<file path="config.mk">
export PLATFORM = sky130hd
export DESIGN_NAME = transient_event_detector
export DESIGN_NICKNAME = d
export VERILOG_FILES = /design/src/pkg/ted_pkg.sv /design/src/pkg/ted_dbc_if.sv /design/src/ted_debounce.sv /design/src/transient_event_detector.sv
export SDC_FILE = /design/constraint.sdc
export NUM_CORES = 1
export LEC_CHECK = 0
export ABC_AREA = 1
export BUFFER_PORTS_ARGS = -buffer_cell sky130_fd_sc_hd__buf_4
export CAP_MARGIN = 20
export CORE_UTILIZATION = 40
export CTS_CLUSTER_SIZE = 24
export DETAILED_ROUTE_END_ITERATION = 7
export PLACE_DENSITY = 0.65
export SLEW_MARGIN = 20
export SYNTH_ARGS = -nofsm -noshare
export SYNTH_HDL_FRONTEND = slang
export SYNTH_SLANG_ARGS = --single-unit
</file>
<file path="constraint.sdc">
create_clock -name sys_clk -period 5.4 [get_ports sys_clk]
set_input_delay 0.27 -clock sys_clk [delete_from_list [all_inputs] [get_ports sys_clk]]
set_output_delay 0.27 -clock sys_clk [all_outputs]
set_load 0.03 [all_outputs]
</file>
<file path="src/pkg/ted_pkg.sv">
// Constants, types and step-rate helper for the transient event detector
package ted_pkg;

    // Register offsets
    localparam logic [7:0] ADDR_MOTION_COUNT = 8'h18;
    localparam logic [7:0] ADDR_TRANS_CFG = 8'h1d;
    localparam logic [7:0] ADDR_TRANS_SRC = 8'h1e;
    localparam logic [7:0] ADDR_TRANS_THS = 8'h1f;
    localparam logic [7:0] ADDR_TRANS_COUNT = 8'h20;

    // Reset values
    localparam logic [7:0] RST_MOTION_COUNT = 8'h00;
    localparam logic [7:0] RST_TRANS_CFG = 8'h00;
    localparam logic [7:0] RST_TRANS_THS = 8'h00;
    localparam logic [7:0] RST_TRANS_COUNT = 8'h00;
    localparam logic [7:0] READ_ZERO = 8'h00;

    // Config fields; bits 7:5 are reserved and read as zero
    localparam logic [7:0] CFG_WRITE_MASK = 8'h1f;
    localparam int CFG_BYPASS_BIT = 0;
    localparam int CFG_AXIS_EN_LSB = 1;
    localparam int CFG_LATCH_BIT = 4;

    // Source fields: axis i has polarity at 2*i and event at 2*i+1
    localparam int SRC_AXIS_STRIDE = 2;
    localparam int SRC_POL_OFS = 0;
    localparam int SRC_EVT_OFS = 1;
    localparam int SRC_ACTIVE_BIT = 6;

    // Threshold fields
    localparam int THS_MODE_BIT = 7;
    localparam int THS_W = 7;
    localparam logic [6:0] LOW_NOISE_THS_MAX = 7'h3f;

    localparam int AXES = 3;
    localparam int CNT_W = 8;
    localparam int UNIT_W = 10;

    // Time base: every step is a whole number of 1.25 ms units
    localparam int CLK_MHZ = 40;
    localparam int STEP_BASE_US = 1250;
    localparam int STEP_BASE_CYCLES = STEP_BASE_US * CLK_MHZ;
    localparam int CAP_NORMAL_US = 20000;
    localparam int CAP_LOW_POWER_LOW_NOISE_MODE_US = 80000;
    localparam int CAP_HIGH_RESOLUTION_MODE_US = 2500;
    localparam int CAP_LP_US = 160000;
    localparam int ODR_PERIOD_US [8] = '{1250, 2500, 5000, 10000, 20000, 80000, 160000, 640000};

    typedef enum logic [1:0] {MODE_NORMAL, MODE_LOW_POWER_LOW_NOISE_MODE, MODE_HIGH_RESOLUTION_MODE, MODE_LP} ted_mode_type;

    // Step length in 1.25 ms units: the sample period, capped per mode
    function automatic logic [UNIT_W-1:0] ted_step_units(input logic [2:0] output_data_rate,
                                                        input ted_mode_type mode);
        logic [UNIT_W-1:0] odrUnits;
        logic [UNIT_W-1:0] cap;
        odrUnits = UNIT_W'(ODR_PERIOD_US[output_data_rate] / STEP_BASE_US);
        unique case (mode)
            MODE_NORMAL: cap = UNIT_W'(CAP_NORMAL_US / STEP_BASE_US);
            MODE_LOW_POWER_LOW_NOISE_MODE: cap = UNIT_W'(CAP_LOW_POWER_LOW_NOISE_MODE_US / STEP_BASE_US);
            MODE_HIGH_RESOLUTION_MODE: cap = UNIT_W'(CAP_HIGH_RESOLUTION_MODE_US / STEP_BASE_US);
            MODE_LP: cap = UNIT_W'(CAP_LP_US / STEP_BASE_US);
        endcase
        return (odrUnits < cap) ? odrUnits : cap;
    endfunction

endpackage

</file>
<file path="src/pkg/ted_dbc_if.sv">
// Carrier between the detector and one debounce counter
`timescale 1ns/10ps
interface ted_dbc_if;
    logic step;
    logic cond;
    logic clearMode;
    logic [ted_pkg::CNT_W-1:0] limit;
    logic hit;
    logic match;

    modport ctrl (output step, output cond, output clearMode, output limit,
                  input hit, input match);
    modport cnt (input step, input cond, input clearMode, input limit,
                 output hit, output match);
endinterface

</file>
<file path="src/ted_debounce.sv">
// Saturating debounce counter with decrement or clear on lapse
`timescale 1ns/10ps
module ted_debounce (
    input wire logic sys_clk,
    input wire logic reset_n,
    ted_dbc_if.cnt dbc
);
    typedef struct packed {
        logic [ted_pkg::CNT_W-1:0] count;
        logic match;
    } ted_dbc_state_type;

    ted_dbc_state_type q;
    ted_dbc_state_type d;
    logic [ted_pkg::CNT_W-1:0] satNext;
    logic hitNow;

    always_comb
    begin
        d = q;
        // Lowering the limit below the count pulls the count back to it
        if (q.count >= dbc.limit)
        begin
            satNext = dbc.limit;
        end
        else
        begin
            satNext = q.count + 1'b1;
        end
        // Zero limit fires on the first matching sample
        hitNow = dbc.step && dbc.cond && (satNext == dbc.limit);
        if (dbc.step)
        begin
            d.match = hitNow;
            if (dbc.cond)
            begin
                d.count = satNext;
            end
            else if (dbc.clearMode)
            begin
                d.count = '0;
            end
            else if (q.count != '0)
            begin
                d.count = q.count - 1'b1;
            end
        end
    end

    always_ff @(posedge sys_clk or negedge reset_n)
    begin
        if (!reset_n)
        begin
            q <= '0;
        end
        else
        begin
            q <= d;
        end
    end

    assign dbc.hit = hitNow;
    assign dbc.match = q.match;
endmodule // ted_debounce

</file>
<file path="src/transient_event_detector.sv">
// Transient detector with freefall/motion debounce count and step timer
//
// Operation
// - 8-bit motion debounce count register, resets to zero, sets needed matching samples.
// - Motion flag sets when its debounce counter equals the programmed count.
// - Each debounce counter saturates at its programmed count while condition holds.
// - Motion counter steps once per OUTPUT_DATA_RATE period, capped per oversampling mode.
// - Transient compares filtered acceleration to threshold, otherwise like motion detection.
// - Bypass bit 0 selects filtered data when 0, raw data when 1.
// - Axis event flag only when that axis is enabled and magnitude exceeds threshold.
// - Latch-enable holds flags until source read; otherwise flags follow live status.
// - A source register read clears the interrupt and all source bits, except events set by a step in the same cycle.
// - While latched and active, new axis events may set and update polarity; none clear.
// - Once active under latching, set status bits freeze; unflagged axes may still set.
// - Source holds active at bit 6, Z/Y/X event-polarity pairs below.
// - Active bit is set when any enabled axis event flag is set.
// - Threshold is 7-bit unsigned, 0.063g per step, up to 8g.
// - Low-noise setting limits the effective threshold to 4g.
// - Event flag on exceeding threshold; interrupt only when that interrupt is enabled.
// - Threshold bit 7 picks decrement or clear debounce mode.
// - 8-bit transient debounce count register, resets to zero.
// - Transient counter steps at the OUTPUT_DATA_RATE and oversampling derived rate.
// - Decrement mode lowers counter by one per step; clear mode zeroes it.
// - Motion counter takes its mode bit from the motionDebounceMode input, not from a register in this module.
`timescale 1ns/10ps
module transient_event_detector #(
    parameter int ACCEL_W = 14,
    parameter int BASE_CYCLES = ted_pkg::STEP_BASE_CYCLES
) (
    input wire logic sys_clk,
    input wire logic reset_n,
    input wire logic [7:0] regAddr,
    input wire logic regWrEn,
    input wire logic [7:0] regWrData,
    input wire logic regRdEn,
    output logic [7:0] regRdData,
    input wire logic [2:0] outputDataRate,
    input wire ted_pkg::ted_mode_type oversampleMode,
    input wire logic lowNoise,
    input wire logic [ted_pkg::AXES-1:0][ACCEL_W-1:0] hpfAccel,
    input wire logic [ted_pkg::AXES-1:0][ACCEL_W-1:0] rawAccel,
    input wire logic transientIntEnable,
    input wire logic motionCondition,
    input wire logic motionDebounceMode,
    output logic transientEventActive,
    output logic transientIrq,
    output logic motionEventFlag,
    output logic debounceStep
);
    localparam int PRE_W = $clog2(BASE_CYCLES + 1);
    localparam logic [PRE_W-1:0] PRE_LAST = PRE_W'(BASE_CYCLES - 1);

    typedef struct packed {
        logic [7:0] motionCount;
        logic [7:0] cfg;
        logic [7:0] ths;
        logic [7:0] transCount;
        logic [ted_pkg::AXES-1:0] evt;
        logic [ted_pkg::AXES-1:0] pol;
        logic active;
        logic [7:0] rdData;
        logic [PRE_W-1:0] preCnt;
        logic [ted_pkg::UNIT_W-1:0] unitCnt;
        logic step;
    } ted_state_type;

    ted_state_type q;
    ted_state_type d;

    ted_dbc_if transDbc ();
    ted_dbc_if motionDbc ();

    logic [ted_pkg::UNIT_W-1:0] stepUnits;
    logic [ted_pkg::THS_W-1:0] thsEff;
    logic [ted_pkg::AXES-1:0] axisEnable;
    logic [ted_pkg::AXES-1:0] axisOver;
    logic [ted_pkg::AXES-1:0] axisNeg;
    logic [ted_pkg::AXES-1:0] liveEvt;
    logic [ted_pkg::AXES-1:0] livePol;
    logic [7:0] srcView;
    logic readClear;

    // Step length follows rate and mode changes at the next unit boundary
    assign stepUnits = ted_pkg::ted_step_units(outputDataRate, oversampleMode);

    assign axisEnable = q.cfg[ted_pkg::CFG_AXIS_EN_LSB +: ted_pkg::AXES];

    // Full 7-bit range spans 8g whatever the full-scale setting
    always_comb
    begin
        thsEff = q.ths[ted_pkg::THS_W-1:0];
        if (lowNoise && (thsEff > ted_pkg::LOW_NOISE_THS_MAX))
        begin
            thsEff = ted_pkg::LOW_NOISE_THS_MAX;
        end
    end

    // Samples are in threshold units; the most negative value still fits unsigned
    genvar gi;
    generate
        for (gi = 0; gi < ted_pkg::AXES; gi++)
        begin : gen_axis
            logic [ACCEL_W-1:0] sample;
            logic [ACCEL_W-1:0] magnitude;
            assign sample = q.cfg[ted_pkg::CFG_BYPASS_BIT] ? rawAccel[gi] : hpfAccel[gi];
            assign axisNeg[gi] = sample[ACCEL_W-1];
            assign magnitude = axisNeg[gi] ? ACCEL_W'(-sample) : sample;
            // Strictly greater than the threshold counts as an event
            assign axisOver[gi] = axisEnable[gi]
                && (magnitude > ACCEL_W'(thsEff));
        end
    endgenerate

    // Only axes over threshold once the debounce is met report an event
    assign liveEvt = transDbc.hit ? axisOver : '0;
    assign livePol = liveEvt & axisNeg;

    always_comb
    begin
        srcView = ted_pkg::READ_ZERO;
        for (int i = 0; i < ted_pkg::AXES; i++)
        begin
            srcView[i * ted_pkg::SRC_AXIS_STRIDE + ted_pkg::SRC_EVT_OFS] = q.evt[i];
            srcView[i * ted_pkg::SRC_AXIS_STRIDE + ted_pkg::SRC_POL_OFS] = q.pol[i];
        end
        srcView[ted_pkg::SRC_ACTIVE_BIT] = q.active;
    end

    assign readClear = regRdEn && (regAddr == ted_pkg::ADDR_TRANS_SRC);

    always_comb
    begin
        d = q;
        d.step = 1'b0;

        // Time step divider: base units of 1.25 ms, then units per step
        if (q.preCnt >= PRE_LAST)
        begin
            d.preCnt = '0;
            if (q.unitCnt >= stepUnits - 1'b1)
            begin
                d.unitCnt = '0;
                d.step = 1'b1;
            end
            else
            begin
                d.unitCnt = q.unitCnt + 1'b1;
            end
        end
        else
        begin
            d.preCnt = q.preCnt + 1'b1;
        end

        // Register writes; the source register is read only
        if (regWrEn)
        begin
            unique case (regAddr)
                ted_pkg::ADDR_MOTION_COUNT: d.motionCount = regWrData;
                ted_pkg::ADDR_TRANS_CFG: d.cfg = regWrData & ted_pkg::CFG_WRITE_MASK;
                ted_pkg::ADDR_TRANS_THS: d.ths = regWrData;
                ted_pkg::ADDR_TRANS_COUNT: d.transCount = regWrData;
                default: d.cfg = q.cfg;
            endcase
        end

        // Read data is registered; unmapped offsets read zero
        if (regRdEn)
        begin
            unique case (regAddr)
                ted_pkg::ADDR_MOTION_COUNT: d.rdData = q.motionCount;
                ted_pkg::ADDR_TRANS_CFG: d.rdData = q.cfg;
                ted_pkg::ADDR_TRANS_SRC: d.rdData = srcView;
                ted_pkg::ADDR_TRANS_THS: d.rdData = q.ths;
                ted_pkg::ADDR_TRANS_COUNT: d.rdData = q.transCount;
                default: d.rdData = ted_pkg::READ_ZERO;
            endcase
        end

        // Read side effect first, so an event in the same cycle survives
        if (readClear)
        begin
            d.evt = '0;
            d.pol = '0;
            d.active = 1'b0;
        end

        if (q.step)
        begin
            if (!q.cfg[ted_pkg::CFG_LATCH_BIT])
            begin
                // Live status: rewritten on every step
                d.evt = liveEvt;
                d.pol = livePol;
            end
            else if (!d.active)
            begin
                d.evt = liveEvt;
                d.pol = livePol;
            end
            else
            begin
                // Latched and active: add new axes, refresh their polarity only
                // An axis already flagged keeps its polarity frozen until the read
                d.pol = (d.pol & d.evt) | (livePol & ~d.evt);
                d.evt = d.evt | liveEvt;
            end
            d.active = |d.evt;
        end
    end

    always_ff @(posedge sys_clk or negedge reset_n)
    begin
        if (!reset_n)
        begin
            q.motionCount <= ted_pkg::RST_MOTION_COUNT;
            q.cfg <= ted_pkg::RST_TRANS_CFG;
            q.ths <= ted_pkg::RST_TRANS_THS;
            q.transCount <= ted_pkg::RST_TRANS_COUNT;
            q.evt <= '0;
            q.pol <= '0;
            q.active <= 1'b0;
            q.rdData <= ted_pkg::READ_ZERO;
            q.preCnt <= '0;
            q.unitCnt <= '0;
            q.step <= 1'b0;
        end
        else
        begin
            q <= d;
        end
    end

    // Transient channel debounce on any enabled axis over threshold
    assign transDbc.step = q.step;
    assign transDbc.cond = |axisOver;
    assign transDbc.clearMode = q.ths[ted_pkg::THS_MODE_BIT];
    assign transDbc.limit = q.transCount;

    ted_debounce u_trans_dbc (
        .sys_clk(sys_clk),
        .reset_n(reset_n),
        .dbc(transDbc)
    );

    // Motion channel debounce; its condition and mode bit come from neighbour logic
    assign motionDbc.step = q.step;
    assign motionDbc.cond = motionCondition;
    assign motionDbc.clearMode = motionDebounceMode;
    assign motionDbc.limit = q.motionCount;

    ted_debounce u_motion_dbc (
        .sys_clk(sys_clk),
        .reset_n(reset_n),
        .dbc(motionDbc)
    );

    assign regRdData = q.rdData;
    assign transientEventActive = q.active;
    assign transientIrq = q.active && transientIntEnable;
    assign motionEventFlag = motionDbc.match;
    assign debounceStep = q.step;
endmodule // transient_event_detector
</file>
==> results.ini, run 1 <==
[clock_tree]
cts.sinks = 88
cts_tree = done
insertion_delay_ps = 340
clock_path_buffers = 2
path_clk_slew_ps = 60
root_buffer = clkbuf_16
cts-htree-levels = 3
cts_made_buffers = 9

[layout]
syn2layout_area_growth_pct = 40.6
finalNetCount = 2282
finalInstanceArea_um2 = 15300
drive_gt1_share_pct = 32.3
diodes = 0

[yosys]
synth-seq-cells = 88
synth.area.top_cells = dfrtp_1 20%, nand2_1 15%, inv_1 8.6%
synthArstFlopShare_pct = 100
synth_top_area_cell = dfrtp_1
avgSynthCellArea_um2 = 6.31
netlist.area_leader.share_pct = 20.3
yosys_warnings = 0
syn_inst = 1721
yosysUniqueCellTypes = 54
synthFlopType = dfrtp_1
synth_edf_count = 0
synth-seq-area-share_pct = 20.3
syn-num-nets = 1904
synth_area_um2 = 10900

[run]
maxCapViolCount = 0

[status]
violations = negative setup slack
run_status = finished, violations left

[sta]
rsz0062_at_grt = true
clock_skew_ps = 5.80
worst_slew_pin_slew_ps = 757
fin_ws_ps = -2920
drv_slew = 0
final.period_utilization_pct = 154
finalSetupViolations = 11
period_minus_slack_ps = 8320
hold_slack_ps = 216
max_freq_mhz = 120
maxSlewHeadroom_pct = 49.6
hold_viol = 0

[route]
drc = 0
num_vias = 12442
wl_per_cell_um = 13.7
antenna_left = 0
drt_iter0_drc = 770
routed_wl_mm = 33.3
drt_pass1_iterations = 5
post_drt_via_cell_ratio = 5.10

[setup_path]
setup.worst_path.start = outputDataRate[1]
crit_path_end_kind = register
timing.rr.start = q[58]
rrSetupSlack_ps = 590
slowest_stage = ha_4
reg2reg_depth = 22
r2r_end = u_trans_dbc.q[4]
path_class = primary input to register
worstSetupEndpoint = q[6]
worstPathMaxFanout = 8
start_kind = primary input
critical_path.max_stage_delay_ps = 270
cp_common_cell = nand2_2
arrival_ps = 8600
cp.required_ps = 5670

[power]
power_leakage_nw = 7.83
finalPower_mw = 7.62
power_density_nw_per_um2 = 499
worst_ir_drop_vdd_uv = 1060

[grt]
overflow = 0
grt_max_degree = 60
grt_pass1_wl_mm = 55.7
antenna_found_initial = 0
grt_pass1_vias = 12015
track_usage_pct = 23.7

[floorplan]
io_pins = 125
die_x_um = 167
core_region_area_um2 = 26400
die_h_um = 167
die_area_um2 = 27800
start_util_pct = 41.2
rows = 59

[place]
place_area_um2 = 13800
portBuffers = 124
post-place-ws_ps = -3490
gp_congestion = 0.906
dp_hpwl_mm = 25.8

[min_path]
holdPathStages = 2
hold_class = primary input to register

-- worst min path at each step --
stage	from	endpoint	slack, ps
2_1_floorplan	reset_n	axisEnable[0]	-30
3_3_place_gp	reset_n	q[62]	220
3_5_place_dp	reset_n	q[62]	220
4_1_cts	regRdEn	regRdData[4]	200
5_1_grt	regRdEn	regRdData[2]	230
6_report	regRdEn	regRdData[4]	220
-- cells by family after synthesis --
family          Yosys count  synth area share (%)
fa+ha+maj                70                  8.07
mux                      17                  1.57
xor+xnor                 64                  5.23
compound gates          275                  15.0
buf+inv                 311                  11.7
flops                    88                  20.3
simple gates            896                  38.1
-- flip-flops by register name (all words and copies together), names as in the netlist --
| register | cells |
|---|---|
| axisEnable | 3 |
| u_trans_dbc.q | 8 |
| u_motion_dbc.dbc.match | 1 |
| transientEventActive | 1 |
| u_motion_dbc.q | 8 |
| debounceStep | 1 |
| q | 42 |
| motionDbc.limit | 8 |
| transDbc.limit | 8 |
| regRdData | 8 |
-- final cells by class --
class                   count  area (um^2)
fillers                  2522        11100
multi-input cells        1326         8180
repair buffers            400         3130
flip-flops and latches     88         2200
inverters                 274         1060
well taps                 335          419
clock buffers              12          236
clock inverters             3         45.0
-- stage by stage --
step                      TNS (ps)  instances  util [%]
after floorplan             -30240       1721         -
after global placement      -33090       2363      52.2
after detailed placement    -37030       2363      52.2
after CTS                   -28020       2421      56.3
after global routing        -37250       2438      58.0
final                       -31720       2438      58.0
-- power breakdown --
part           total, mW  internal [mW]  switching (mW)
clock network      0.610          0.357           0.253
registers          0.689          0.673          0.0157
logic               6.32           2.92            3.39
-- routing by layer --
metal | vias up | routed length [um] | track usage (%)
met4 | 0 | 641 | 6.56
met2 | 265 | 16700 | 42.9
li1 | 6385 | - | -
met1 | 5751 | 14900 | 29.8
met5 | - | 0 | 0
met3 | 41 | 1080 | 2.31
-- synth_stat cells (all sizes together), types with 21 or more instances --
cell type / n
nor3: 25
dfrtp: 88
buf: 21
nand3: 147
nand4: 33
xor2: 59
nand2: 506
ha: 70
inv: 272
a21oi: 59
o21ai: 135
nor2: 154
-- worst max-delay path: cells and delay by family --
| family | cells | cell delay [ps] |
|---|---|---|
| and+or+nand+nor | 44 | 4190 |
| AOI/OAI and AO/OA | 12 | 1830 |
| buffers and inverters | 14 | 1610 |
| adders and majority gates | 3 | 710 |
-- timing repair --
action / 4_1_cts / 5_1_grt
gates resized for setup: 102 / 80
gates cloned: 4 / 0
pin swaps: 58 / 84
hold endpoints to repair: 29 / 0
endpoints found under the setup margin: 11 / 20
buffers inserted: 39 / 17
hold buffers: 1 / 0
-- placed cells by master, fill, tap and decap left out, types with 25 or more instances in the layout --
cell type / count
ha_1: 63
inv_2: 28
nand3_2: 25
nand3_1: 110
dfrtp_1: 87
inv_1: 237
a21oi_1: 52
nand2_1: 400
nand2_4: 33
nand2_2: 71
nand4_1: 33
o21ai_0: 112
nor2_1: 116
buf_4: 377
xor2_1: 56
No activity file was read; power rests on OpenSTA's default activity.
==> run 2: changes to the inputs <==
--- a/config.mk
+++ b/config.mk
@@ -8,10 +8,12 @@
 export ABC_AREA = 1
 export BUFFER_PORTS_ARGS = -buffer_cell sky130_fd_sc_hd__buf_4
 export CAP_MARGIN = 20
-export CORE_UTILIZATION = 40
+export CELL_PAD_IN_SITES_DETAIL_PLACEMENT = 1
+export CELL_PAD_IN_SITES_GLOBAL_PLACEMENT = 2
+export CORE_UTILIZATION = 33
 export CTS_CLUSTER_SIZE = 24
 export DETAILED_ROUTE_END_ITERATION = 7
-export PLACE_DENSITY = 0.65
+export PLACE_DENSITY = 0.9
 export SLEW_MARGIN = 20
 export SYNTH_ARGS = -nofsm -noshare
 export SYNTH_HDL_FRONTEND = slang
==> results.ini, run 2 (synthesis results as in run 1) <==
[power]
finalPower_mw = 8.60  ; +13%
power_density_nw_per_um2 = 556  ; +11%
worst_ir_drop_vdd_uv = 474  ; -55%
power_leakage_nw = 7.86  ; +0.40%

[sta]
finalSetupViolations = 11  ; unchanged
hold_slack_ps = 205  ; -10.7 ps
worst_slew_pin_slew_ps = 960  ; +204 ps
clock_skew_ps = 14.5  ; +8.68 ps
maxSlewHeadroom_pct = 36.0  ; -14 points
fin_ws_ps = -3520  ; -594 ps
period_minus_slack_ps = 8920  ; +594 ps
max_freq_mhz = 112  ; -6.7%
setup_tns_ps = -37080  ; -5360 ps
drv_slew = 0  ; unchanged
rsz0062_at_grt = true
hold_viol = 0  ; unchanged
final.period_utilization_pct = 165  ; +11 points

[setup_path]
path_class = primary input to register
cp.required_ps = 5650  ; -20 ps
critical_path.max_stage_delay_ps = 270  ; about the same
start_kind = primary input
crit_path_end_kind = register
reg2reg_depth = 25  ; +14%
r2r_end = q[38]
arrival_ps = 9170  ; +570 ps
slowest_stage = ha_1
timing.rr.start = q[58]
worstPathMaxFanout = 8  ; unchanged
rrSetupSlack_ps = 500  ; -90 ps

[clock_tree]
cts-htree-levels = 3  ; unchanged
cts.sinks = 88  ; unchanged
path_clk_slew_ps = 70  ; about the same
cts_tree = done
root_buffer = clkbuf_16
clock_path_buffers = 2  ; unchanged
insertion_delay_ps = 360  ; +20 ps
cts_made_buffers = 9  ; unchanged

[route]
num_vias = 13039  ; +4.8%
routed_wl_mm = 42.4  ; +27%
wl_per_cell_um = 16.6  ; +21%
post_drt_via_cell_ratio = 5.10  ; about the same
drt_iter0_drc = 538  ; -30%
drt_pass1_iterations = 6  ; +1
drc = 0  ; unchanged
antenna_left = 0  ; unchanged

[grt]
grt_pass1_vias = 13239  ; +10%
overflow = 0  ; unchanged
grt_busiest_layer = met2
grtUsageMet2_pct = 41.7  ; -1.2 points
use_met3_pct = 2.68  ; +0.38 points
grt_pass1_wl_mm = 63.8  ; +14%
track_usage_pct = 23.1  ; -0.61 points
grt_max_degree = 73  ; +22%
met1_usage_pct = 28.6  ; -1.2 points
antenna_found_initial = 1  ; +1

[layout]
drive_gt1_share_pct = 32.5  ; +0.19 points
diodes = 0  ; unchanged
finalNetCount = 2293  ; +0.48%
finalInstanceArea_um2 = 15500  ; +1.3%
largest_register = q
syn2layout_area_growth_pct = 42.5
layout_common_cells = 401 x nand2_1, 384 x buf_4, 241 x inv_1
final_cells = 2557  ; +4.9%
largest_reg_flops = 42  ; unchanged
layout_commonest_cell = nand2_1
final_util_pct = 47.7  ; -10 points

[floorplan]
core_region_area_um2 = 32500  ; +23%
die_x_um = 183  ; +10%
die_area_um2 = 33600  ; +21%
start_util_pct = 33.5  ; -7.7 points
die_h_um = 183  ; +10%
rows = 66  ; +12%
io_pins = 125  ; unchanged

[place]
gp_congestion = 0.899  ; -0.81%
place_area_um2 = 14000  ; +1.6%
placedCellCount = 2479  ; +4.9%
dp_hpwl_mm = 31.2  ; +21%
post-place-ws_ps = -3760  ; -275 ps
portBuffers = 124  ; unchanged

[status]
violations = negative setup slack
run_status = finished, violations left

[min_path]
min-delay-start = regRdEn
hold_class = primary input to register
holdPathStages = 2  ; unchanged
min_to = regRdData[2]

[run]
maxCapViolCount = 0  ; unchanged

run 2: changes by cell type in the layout (fill, tap and decap cells not counted), sizes merged:
cell      before  now
clkinvlp       2    1
nand3        148  147
buf          399  411
clkinv         2    4
run 2: cell type report:
class                   instances  area (um^2)
inverters                     274         1050
well taps                     442          553
flip-flops and latches         88         2200
repair buffers                412         3250
fillers                      4305        17000
clock buffers                  12          246
clock inverters                 4         55.1
multi-input cells            1325         8110
run 2: how the worst max path moves through the flow:
| stage | start | slack (ps) | cells past startpoint | endpoint |
|---|---|---|---|---|
| 6_report | outputDataRate[0] | -3520 | 69 | q[6] |
| 5_1_grt | outputDataRate[0] | -4120 | 74 | q[6] |
| 4_1_cts | outputDataRate[0] | -2920 | 67 | q[6] |
| 3_5_place_dp | outputDataRate[0] | -3760 | 67 | q[7] |
| 3_3_place_gp | outputDataRate[0] | -3180 | 67 | q[7] |
| 2_1_floorplan | outputDataRate[0] | -2840 | 73 | q[7] |
run 2: critical path, delay by kind of cell:
| family | cells | cell delay (ps) |
|---|---|---|
| XOR/XNOR | 1 | 150 |
| buffers and inverters | 16 | 1540 |
| AO/OA/AOI/OAI | 14 | 2150 |
| adder cells (fa/ha/maj) | 4 | 840 |
| AND/OR/NAND/NOR | 34 | 4200 |
run 2: power by group:
part,internal (mW),leakage [nW],switching [mW],total [mW]
clock network,0.373,0.143,0.271,0.645
registers,0.673,1.09,0.0176,0.690
logic,3.19,6.63,4.07,7.26
run 2: layer usage:
layer	part of all wire, %	vias up	wire [um]
met3	2.9	67	1250
li1	-	6394	-
met2	51	227	21800
met4	2.3	2	993
met1	43	6349	18300
met5	0.031	-	13
run 2: timing repair:
action | in CTS | in global routing
pin swaps | 30 | 32
hold endpoints to repair | 16 | 0
endpoints found under the setup margin | 11 | 21
buffers inserted | 33 | 26
cloned | 3 | 0
gates resized for setup | 81 | 86
hold buffers | 1 | 0
